--- config.mk ---
export PLATFORM = sky130hd
export DESIGN_NAME = apgc_top
export DESIGN_NICKNAME = d
export VERILOG_FILES = /design/src/verilog/apgc_pkg.sv /design/src/verilog/apgc_chan.sv /design/src/verilog/apgc_top.sv
export VERILOG_INCLUDE_DIRS = /design/src /design/src/verilog
export SDC_FILE = /design/constraint.sdc
export NUM_CORES = 1
export LEC_CHECK = 0
export BUFFER_PORTS_ARGS = -buffer_cell sky130_fd_sc_hd__buf_2
export CAP_MARGIN = 20
export CELL_PAD_IN_SITES_DETAIL_PLACEMENT = 1
export CELL_PAD_IN_SITES_GLOBAL_PLACEMENT = 2
export CORE_MARGIN = 2
export CORE_UTILIZATION = 27
export CTS_BUF_LIST = sky130_fd_sc_hd__clkbuf_16
export CTS_CLUSTER_DIAMETER = 60
export DETAILED_ROUTE_END_ITERATION = 6
export PLACE_DENSITY = 0.76
export SLEW_MARGIN = 40
export SYNTH_ARGS = -nofsm -noshare
export SYNTH_HDL_FRONTEND = slang
export SYNTH_SLANG_ARGS = --single-unit
--- constraint.sdc ---
create_clock -name ref_clk -period 1.9 [get_ports ref_clk]
set_clock_uncertainty 0.15 [all_clocks]
set_input_delay 0.285 -clock ref_clk [delete_from_list [all_inputs] [get_ports ref_clk]]
set_output_delay 0.285 -clock ref_clk [all_outputs]
set_load 0.005 [all_outputs]
--- src/verilog/apgc_defines.svh ---
// Constants for the front-end power mode and gain control block.
// Assumes inclusion by bare name from the package and the modules.
`ifndef APGC_DEFINES_SVH
`define APGC_DEFINES_SVH

`define APGC_NUM_CH          2
`define APGC_GAIN_W          3
`define APGC_LOG2_GAIN_W     3
`define APGC_PD_ALL          2'h3
`define APGC_REF_CLK_MHZ     200
`define APGC_MCLK_MHZ        4
`define APGC_SAMPLE_MHZ      1
`define APGC_MCLK_DIV        (`APGC_REF_CLK_MHZ / `APGC_MCLK_MHZ)
`define APGC_SAMPLE_DIV      (`APGC_MCLK_MHZ / `APGC_SAMPLE_MHZ)
`define APGC_NUM_COMP        4
`define APGC_DAC_LEVELS      5
`define APGC_THERM_RESET     4'h3
`define APGC_LEVEL_RESET     3'h2

`endif

--- src/verilog/apgc_pkg.sv ---
// Types for the front-end power mode and gain control block.
// Assumes the defines header is on the include path.
`include "apgc_defines.svh"

package apgc_pkg;
    typedef logic [`APGC_GAIN_W-1:0]      apgc_gain_sel_t;
    typedef logic [`APGC_LOG2_GAIN_W-1:0] apgc_log2_gain_t;
    typedef logic [`APGC_NUM_COMP-1:0]    apgc_therm_t;
    typedef logic [2:0]                   apgc_level_t;
    typedef enum logic [1:0] {
        APGC_RUN,
        APGC_PART_OFF,
        APGC_FULL_OFF
    } apgc_mode_t;
endpackage : apgc_pkg

--- src/verilog/apgc_chan.sv ---
// One converter channel: gain decode, quantizer coding and output gating.
// Assumes sample_tick is a one-cycle pulse on ref_clk.
`timescale 1ns/1ps
`include "apgc_defines.svh"

module apgc_chan #(
    parameter int DATA_W = 24
) (
    // Clock and reset
    input  wire logic                    ref_clk,
    input  wire logic                    resetn,
    input  wire logic                    clk_en,
    // Control
    input  wire logic                    power_down,
    input  wire apgc_pkg::apgc_gain_sel_t channel_gain_select,
    input  wire logic                    sample_tick,
    // Quantizer and result input
    input  wire apgc_pkg::apgc_therm_t   comp_in,
    input  wire logic [DATA_W-1:0]       result_in,
    input  wire logic                    result_valid,
    // Outputs
    output logic                         chan_enable,
    output apgc_pkg::apgc_log2_gain_t    gain_log2,
    output apgc_pkg::apgc_therm_t        therm_code,
    output apgc_pkg::apgc_level_t        dac_level,
    output logic [DATA_W-1:0]            data_out,
    output logic                         data_ready
);
    import apgc_pkg::*;

    // ----------------------------------------------------------------
    // Gain decode
    // ----------------------------------------------------------------
    // Gain code mapping
    function automatic apgc_log2_gain_t gain_decode(input apgc_gain_sel_t sel);
        if (sel <= 3'h5) begin
            gain_decode = sel;
        end else begin
            gain_decode = 3'h0;
        end
    endfunction : gain_decode

    // Thermometer to level count, one per asserted comparator
    function automatic apgc_level_t therm_level(input apgc_therm_t t);
        apgc_level_t n;
        n = 3'h0;
        for (int i = 0; i < `APGC_NUM_COMP; i++) begin
            n = n + {2'h0, t[i]};
        end
        therm_level = n;
    endfunction : therm_level

    // ----------------------------------------------------------------
    // State
    // ----------------------------------------------------------------
    apgc_log2_gain_t   gain_ff,  nxt_gain;
    apgc_therm_t       therm_ff, nxt_therm;
    apgc_level_t       level_ff, nxt_level;
    logic [DATA_W-1:0] data_ff,  nxt_data;
    logic              rdy_ff,   nxt_rdy;

    always_comb begin
        nxt_gain  = gain_ff;
        nxt_therm = therm_ff;
        nxt_level = level_ff;
        nxt_data  = data_ff;
        nxt_rdy   = 1'b0;
        if (clk_en) begin
            nxt_gain = gain_decode(channel_gain_select);
            if (power_down) begin
                nxt_data  = '0;
                nxt_therm = `APGC_THERM_RESET;
                nxt_level = therm_level(`APGC_THERM_RESET);
            end else begin
                if (sample_tick) begin
                    nxt_therm = comp_in;
                    nxt_level = therm_level(comp_in);
                end
                if (result_valid) begin
                    nxt_data = result_in;
                    nxt_rdy  = 1'b1;
                end
            end
        end else begin
            nxt_rdy = rdy_ff;
        end
    end

    always_ff @(posedge ref_clk) begin
        if (!resetn) begin
            gain_ff  <= 3'h0;
            therm_ff <= `APGC_THERM_RESET;
            level_ff <= `APGC_LEVEL_RESET;
            data_ff  <= '0;
            rdy_ff   <= 1'b0;
        end else begin
            gain_ff  <= nxt_gain;
            therm_ff <= nxt_therm;
            level_ff <= nxt_level;
            data_ff  <= nxt_data;
            rdy_ff   <= nxt_rdy;
        end
    end

    assign chan_enable = ~power_down;
    assign gain_log2   = gain_ff;
    assign therm_code  = therm_ff;
    assign dac_level   = level_ff;
    assign data_out    = data_ff;
    assign data_ready  = rdy_ff;
endmodule : apgc_chan

--- src/verilog/apgc_top.sv ---
// Power mode sequencing and gain control for a two-channel converter front end.
// Assumes control bits come from the serial register logic on ref_clk.
//
// Functional notes
// - Full low power is entered only when both power-down bits and both external selects are set.
// - In full low power both supply monitors are off and no clock propagates.
// - In full low power every converter is off and the internal reference is off.
// - Full low power is possible only in serial-register mode, never in two-wire mode.
// - In full low power the input sampling structure gets no clock.
// - The serial interface stays enabled in full low power.
// - Clearing any of the four control bits re-enables both supply monitors.
// - Each channel has its own 3-bit gain field.
// - Gain codes 0 to 5 select gains 1, 2, 4, 8, 16 and 32.
// - Gain codes 6 and 7 give a gain of 1.
// - The quantizer is four comparators with thermometer output.
// - The feedback converter has five levels.
// - Each modulator updates once per sample clock, master clock divided by four.
// - Each channel powers down independently via its own bit.
// - Power-down bits sit in the primary setup register, writable only in serial mode.
// - A powered-down channel reads zero data and gives no data-ready.
`timescale 1ns/1ps
`include "apgc_defines.svh"

module apgc_top #(
    parameter int DATA_W   = 24,
    parameter int MCLK_DIV = `APGC_MCLK_DIV,
    parameter int SMP_DIV  = `APGC_SAMPLE_DIV
) (
    // Clock, reset, enable
    input  wire logic                         ref_clk,
    input  wire logic                         resetn,
    input  wire logic                         clk_en,
    // Setup bits
    input  wire logic                         spi_mode,
    input  wire logic [1:0]                   setup_pd_wdata,
    input  wire logic                         setup_pd_we,
    input  wire logic                         external_clock_select,
    input  wire logic                         external_reference_select,
    input  wire apgc_pkg::apgc_gain_sel_t     channel_gain_select_0,
    input  wire apgc_pkg::apgc_gain_sel_t     channel_gain_select_1,
    // Converter inputs
    input  wire apgc_pkg::apgc_therm_t        comp_in_0,
    input  wire apgc_pkg::apgc_therm_t        comp_in_1,
    input  wire logic [DATA_W-1:0]            result_in_0,
    input  wire logic [DATA_W-1:0]            result_in_1,
    input  wire logic                         result_valid_0,
    input  wire logic                         result_valid_1,
    // Power gating
    output logic                              full_low_power,
    output logic                              avdd_monitor_en,
    output logic                              dvdd_monitor_en,
    output logic                              int_ref_en,
    output logic                              clock_dist_en,
    output logic                              input_clock_en,
    output logic                              spi_enable,
    output logic [1:0]                        setup_pd,
    output logic [1:0]                        chan_enable,
    output apgc_pkg::apgc_mode_t              power_mode,
    // Clocks
    output logic                              mclk_tick,
    output logic                              modulator_sample_clock,
    // Channel outputs
    output apgc_pkg::apgc_log2_gain_t         gain_log2_0,
    output apgc_pkg::apgc_log2_gain_t         gain_log2_1,
    output apgc_pkg::apgc_therm_t             therm_code_0,
    output apgc_pkg::apgc_therm_t             therm_code_1,
    output apgc_pkg::apgc_level_t             dac_level_0,
    output apgc_pkg::apgc_level_t             dac_level_1,
    output logic [DATA_W-1:0]                 data_out_0,
    output logic [DATA_W-1:0]                 data_out_1,
    output logic [1:0]                        data_ready
);
    import apgc_pkg::*;

    // ----------------------------------------------------------------
    // Primary setup register power-down bits
    // ----------------------------------------------------------------
    logic [1:0] pd_ff, nxt_pd;

    always_comb begin
        nxt_pd = pd_ff;
        if (clk_en && setup_pd_we && spi_mode) begin
            nxt_pd = setup_pd_wdata;
        end
    end

    always_ff @(posedge ref_clk) begin
        if (!resetn) begin
            pd_ff <= 2'h0;
        end else begin
            pd_ff <= nxt_pd;
        end
    end

    assign setup_pd = pd_ff;

    // ----------------------------------------------------------------
    // Full low power decode
    // ----------------------------------------------------------------
    // All four bits set, serial mode only
    assign full_low_power = (pd_ff == `APGC_PD_ALL) && external_clock_select
                            && external_reference_select && spi_mode;

    assign avdd_monitor_en = ~full_low_power;
    assign dvdd_monitor_en = ~full_low_power;
    assign int_ref_en      = ~full_low_power & ~external_reference_select;
    // No clock propagation; also stopped when both channels off
    assign clock_dist_en   = ~full_low_power & (pd_ff != `APGC_PD_ALL);
    assign input_clock_en  = clock_dist_en;
    assign spi_enable      = 1'b1;

    always_comb begin
        if (full_low_power) begin
            power_mode = APGC_FULL_OFF;
        end else if (pd_ff != 2'h0) begin
            power_mode = APGC_PART_OFF;
        end else begin
            power_mode = APGC_RUN;
        end
    end

    // ----------------------------------------------------------------
    // Master and sample clock dividers
    // ----------------------------------------------------------------
    logic [7:0] mdiv_ff, nxt_mdiv;
    logic [3:0] sdiv_ff, nxt_sdiv;
    logic       mtick_ff, nxt_mtick;
    logic       stick_ff, nxt_stick;

    always_comb begin
        nxt_mdiv  = mdiv_ff;
        nxt_sdiv  = sdiv_ff;
        nxt_mtick = 1'b0;
        nxt_stick = 1'b0;
        if (!clk_en) begin
            nxt_mtick = mtick_ff;
            nxt_stick = stick_ff;
        end else if (!clock_dist_en) begin
            nxt_mdiv = 8'h00;
            nxt_sdiv = 4'h0;
        end else if (mdiv_ff == 8'(MCLK_DIV - 1)) begin
            nxt_mdiv  = 8'h00;
            nxt_mtick = 1'b1;
            // Sample clock is master clock over four
            if (sdiv_ff == 4'(SMP_DIV - 1)) begin
                nxt_sdiv  = 4'h0;
                nxt_stick = 1'b1;
            end else begin
                nxt_sdiv = sdiv_ff + 4'h1;
            end
        end else begin
            nxt_mdiv = mdiv_ff + 8'h01;
        end
    end

    always_ff @(posedge ref_clk) begin
        if (!resetn) begin
            mdiv_ff  <= 8'h00;
            sdiv_ff  <= 4'h0;
            mtick_ff <= 1'b0;
            stick_ff <= 1'b0;
        end else begin
            mdiv_ff  <= nxt_mdiv;
            sdiv_ff  <= nxt_sdiv;
            mtick_ff <= nxt_mtick;
            stick_ff <= nxt_stick;
        end
    end

    assign mclk_tick              = mtick_ff;
    assign modulator_sample_clock = stick_ff;

    // ----------------------------------------------------------------
    // Channels
    // ----------------------------------------------------------------
    // Each converter held off by its own bit
    apgc_chan #(.DATA_W(DATA_W)) u_ch0 (
        .ref_clk             (ref_clk),
        .resetn              (resetn),
        .clk_en              (clk_en),
        .power_down          (pd_ff[0]),
        .channel_gain_select (channel_gain_select_0),
        .sample_tick         (stick_ff),
        .comp_in             (comp_in_0),
        .result_in           (result_in_0),
        .result_valid        (result_valid_0),
        .chan_enable         (chan_enable[0]),
        .gain_log2           (gain_log2_0),
        .therm_code          (therm_code_0),
        .dac_level           (dac_level_0),
        .data_out            (data_out_0),
        .data_ready          (data_ready[0])
    );

    apgc_chan #(.DATA_W(DATA_W)) u_ch1 (
        .ref_clk             (ref_clk),
        .resetn              (resetn),
        .clk_en              (clk_en),
        .power_down          (pd_ff[1]),
        .channel_gain_select (channel_gain_select_1),
        .sample_tick         (stick_ff),
        .comp_in             (comp_in_1),
        .result_in           (result_in_1),
        .result_valid        (result_valid_1),
        .chan_enable         (chan_enable[1]),
        .gain_log2           (gain_log2_1),
        .therm_code          (therm_code_1),
        .dac_level           (dac_level_1),
        .data_out            (data_out_1),
        .data_ready          (data_ready[1])
    );
endmodule : apgc_top

==> impl_metrics.py <==
metrics = {
    "floorplan": {
        "die_x_um": 121,
        "fp.dieArea_um2": 14500,
        "std_cell_rows": 42,
        "io-pin-count": 158,
        "core_area_um2": 13200,
        "start_util_pct": 27.7,
        "dieHeight_um": 121,
    },
    "final_layout": {
        "mostFrequentLayoutCells": "buf_2 (156), dfxtp_1 (84), nor2b_1 (57)",
        "n_antenna_cell": 0,
        "syn2layout_area_growth_pct": 34.4,
        "drive_gt1_share_pct": 37.6,
        "finish.utilization_pct": 37.2,
        "nets": 612,
        "final_common_cell": "buf_2",
        "fin_cells": 711,
    },
    "worst_setup_path": {
        "r2r_setup_slack_ps": 160,
        "worstSetupStartpoint": "setup_pd[1]$_SDFFE_PN0P_",
        "worst_ep_required_time_ps": 1460,
        "critPathMaxFanout": 6,
        "crit_path_end": "power_mode[0]",
        "endpoint_kind": "output pin",
        "cp.arrival_ps": 1390,
        "start_kind": "flip-flop",
        "rr_worst_depth": 6,
        "r2r-start": "mdiv_ff[1]$_SDFFE_PN0P_",
        "criticalPathCategory": "reg -> out",
        "r2r_end": "sdiv_ff[0]$_SDFFE_PN0P_",
    },
    "global_routing": {
        "first_global_vias": 3427,
        "grt_overflow": 0,
        "grt_first_pass_wirelength_um": 17400,
        "antenna_found_initial": 0,
        "track_usage_pct": 15.3,
        "grt_start_max_net_pins": 37,
    },
    "timing": {
        "drv_slew": 0,
        "fmax_ghz": 0.548,
        "tns_ps": 0,
        "rsz0062_at_grt": "false",
        "finalCritPeriodShare_pct": 96.0,
        "min_period_ps": 1820,
        "slew_headroom_pct": 66.6,
        "setup_slack_ps": 76.6,
        "setup_viol": 0,
        "worst_pin_slew_ps": 501,
        "hold_viol_final": 0,
    },
    "yosys": {
        "synth_seq_area_share_pct": 46.9,
        "synth_seq_cells": 86,
        "ys.flop_type": "dfxtp_1",
        "ys_warn_count": 0,
        "synthArstFlopShare_pct": 0,
        "synth_cells": 382,
        "synthesis.nets": 464,
        "synth_edf_count": 0,
        "synth_cell_types": 42,
        "avgSynthCellArea_um2": 9.61,
        "netlist_area_um2": 3670,
    },
    "pwr": {
        "p_per_area_nw_per_um2": 848,
        "leakagePower_nw": 2.20,
        "finalPower_mw": 4.18,
        "peakVddDrop_mv": 0.428,
    },
    "clock_tree": {
        "cts_buffers": 9,
        "path_clk_slew_ps": 60,
        "insertion_delay_ps": 330,
        "cts_tree": "yes",
        "cts_root_buf": "clkbuf_16",
        "cts.sinks": 86,
        "cts_buffer_depth": 2,
        "cts_max_level": 3,
    },
    "placed_design": {
        "port_buffers": 156,
        "placed_cells": 694,
        "pre_cts_slack_ps": -98.7,
        "gp_congestion": 0.771,
        "dp_hpwl_um": 8240,
    },
    "routing": {
        "ant_nets": 0,
        "wl_per_cell_um": 15.6,
        "routed_wl_um": 11100,
        "drt-pass1-iter-count": 4,
        "remaining_drc_errors": 0,
        "viasPerCell": 4.71,
        "drt-initial-drc-count": 154,
        "vias": 3349,
    },
    "hold_path": {
        "min_path_type": "in -> reg",
    },
    "run_status": {
        "status": "completed",
    },
    "job": {
        "drv_cap": 0,
    },
}
## Yosys cell counts (all sizes together), types with 3 or more instances
library cell | count | share of area (%)
and3 | 3 | 0.55
a21boi | 6 | 1.2
and2 | 6 | 1.0
nand2b | 6 | 1.0
nor2b | 57 | 9.7
dfxtp | 86 | 47
nor2 | 8 | 0.82
xnor2 | 3 | 0.72
o22ai | 14 | 2.4
nand4 | 4 | 0.68
inv | 24 | 2.5
clkbuf | 10 | 1.0
o22a | 8 | 1.9
buf | 27 | 4.7
a22oi | 50 | 10
nand2 | 17 | 1.7
o21ai | 6 | 0.82
nand3 | 8 | 1.1
ha | 7 | 2.4
xor2 | 4 | 0.95
## critical path: stages (launching register included)
cell	delay (ps)
dfxtp_4	370
nand2_2	70
or3_4	350
inv_4	90
a21oi_1	40
buf_2	130
## worst min-delay path by stage
stage	slack (ps)	cells past startpoint	endpoint	start
final	60	3	setup_pd[1]$_SDFFE_PN0P_	setup_pd_wdata[1]
after global routing	70	3	u_ch1.data_out[22]$_SDFFE_PN0P_	result_in_1[22]
after CTS	50	3	setup_pd[1]$_SDFFE_PN0P_	setup_pd_wdata[1]
after detailed placement	320	2	u_ch0.gain_log2[2]$_SDFFE_PN0P_	u_ch0.gain_log2[2]$_SDFFE_PN0P_
after global placement	310	2	u_ch1.gain_log2[0]$_SDFFE_PN0P_	u_ch1.gain_log2[0]$_SDFFE_PN0P_
after floorplan	300	2	sdiv_ff[2]$_SDFFE_PN0P_	sdiv_ff[3]$_SDFFE_PN0P_
## logic make-up (layout without fill, tap and decap cells)
group | after synthesis | in the layout | share of synthesized area (%)
mux | 2 | 2 | 0.546
other cells | 1 | 1 | 0.102
compound gates | 97 | 97 | 19.6
simple gates | 119 | 119 | 19.5
flops | 86 | 86 | 46.9
xor+xnor | 7 | 7 | 1.67
buf+inv | 61 | 214 | 8.18
fa+ha+maj | 9 | 9 | 3.48
## through the flow
| step | area (um^2) | hold slack [ps] |
|---|---|---|
| 5_1_grt | 4930 | 67.5 |
| 3_5_place_dp | 4590 | 321 |
| 2_1_floorplan | 3670 | 298 |
| 6_report | 4930 | 63.8 |
| 4_1_cts | 4930 | 51.2 |
| 3_3_place_gp | 4590 | 311 |
## flip-flops by register name, summed over array words and instances (netlist names)
register	cells
u_ch0.data_out	24
setup_pd	2
u_ch1.data_out	24
u_ch0.gain_log2	3
u_ch0.therm_code	4
u_ch0.dac_level	3
mdiv_ff	8
modulator_sample_clock	1
u_ch1.data_ready	1
mclk_tick	1
u_ch0.data_ready	1
u_ch1.gain_log2	3
u_ch1.therm_code	4
u_ch1.dac_level	3
sdiv_ff	4
## cell type report
type                    instances  area, um^2
fillers                      1592        8310
flip-flops and latches         86        1730
multi-input cells             235        1660
repair buffers                174         916
clock buffers                   9         225
well taps                     176         220
inverters                      24        92.6
clock inverters                 7        91.3
## report_power, final
group	switching (mW)	total, mW	internal [mW]
registers	0.0332	1.90	1.86
clock network	0.721	1.86	1.14
logic	0.209	0.420	0.211
total	0.963	4.18	3.22
## timing repair
action / in CTS / in global routing
hold buffers: 0 / 0
endpoints found under the setup margin: 5 / 1
cloned: 0 / 0
pin swaps: 1 / 0
setup buffers: 1 / 0
gates resized for setup: 6 / 2
## per-layer routing
| metal | track usage (%) | up-vias | share of wire, % |
|---|---|---|---|
| met5 | 0 | - | 0 |
| met4 | 6.98 | 0 | 2.4 |
| met3 | 3.40 | 18 | 5.1 |
| met2 | 27.2 | 92 | 51 |
| met1 | 17.4 | 1628 | 42 |
| li1 | - | 1611 | - |
Power figures use the tool's default switching activity.
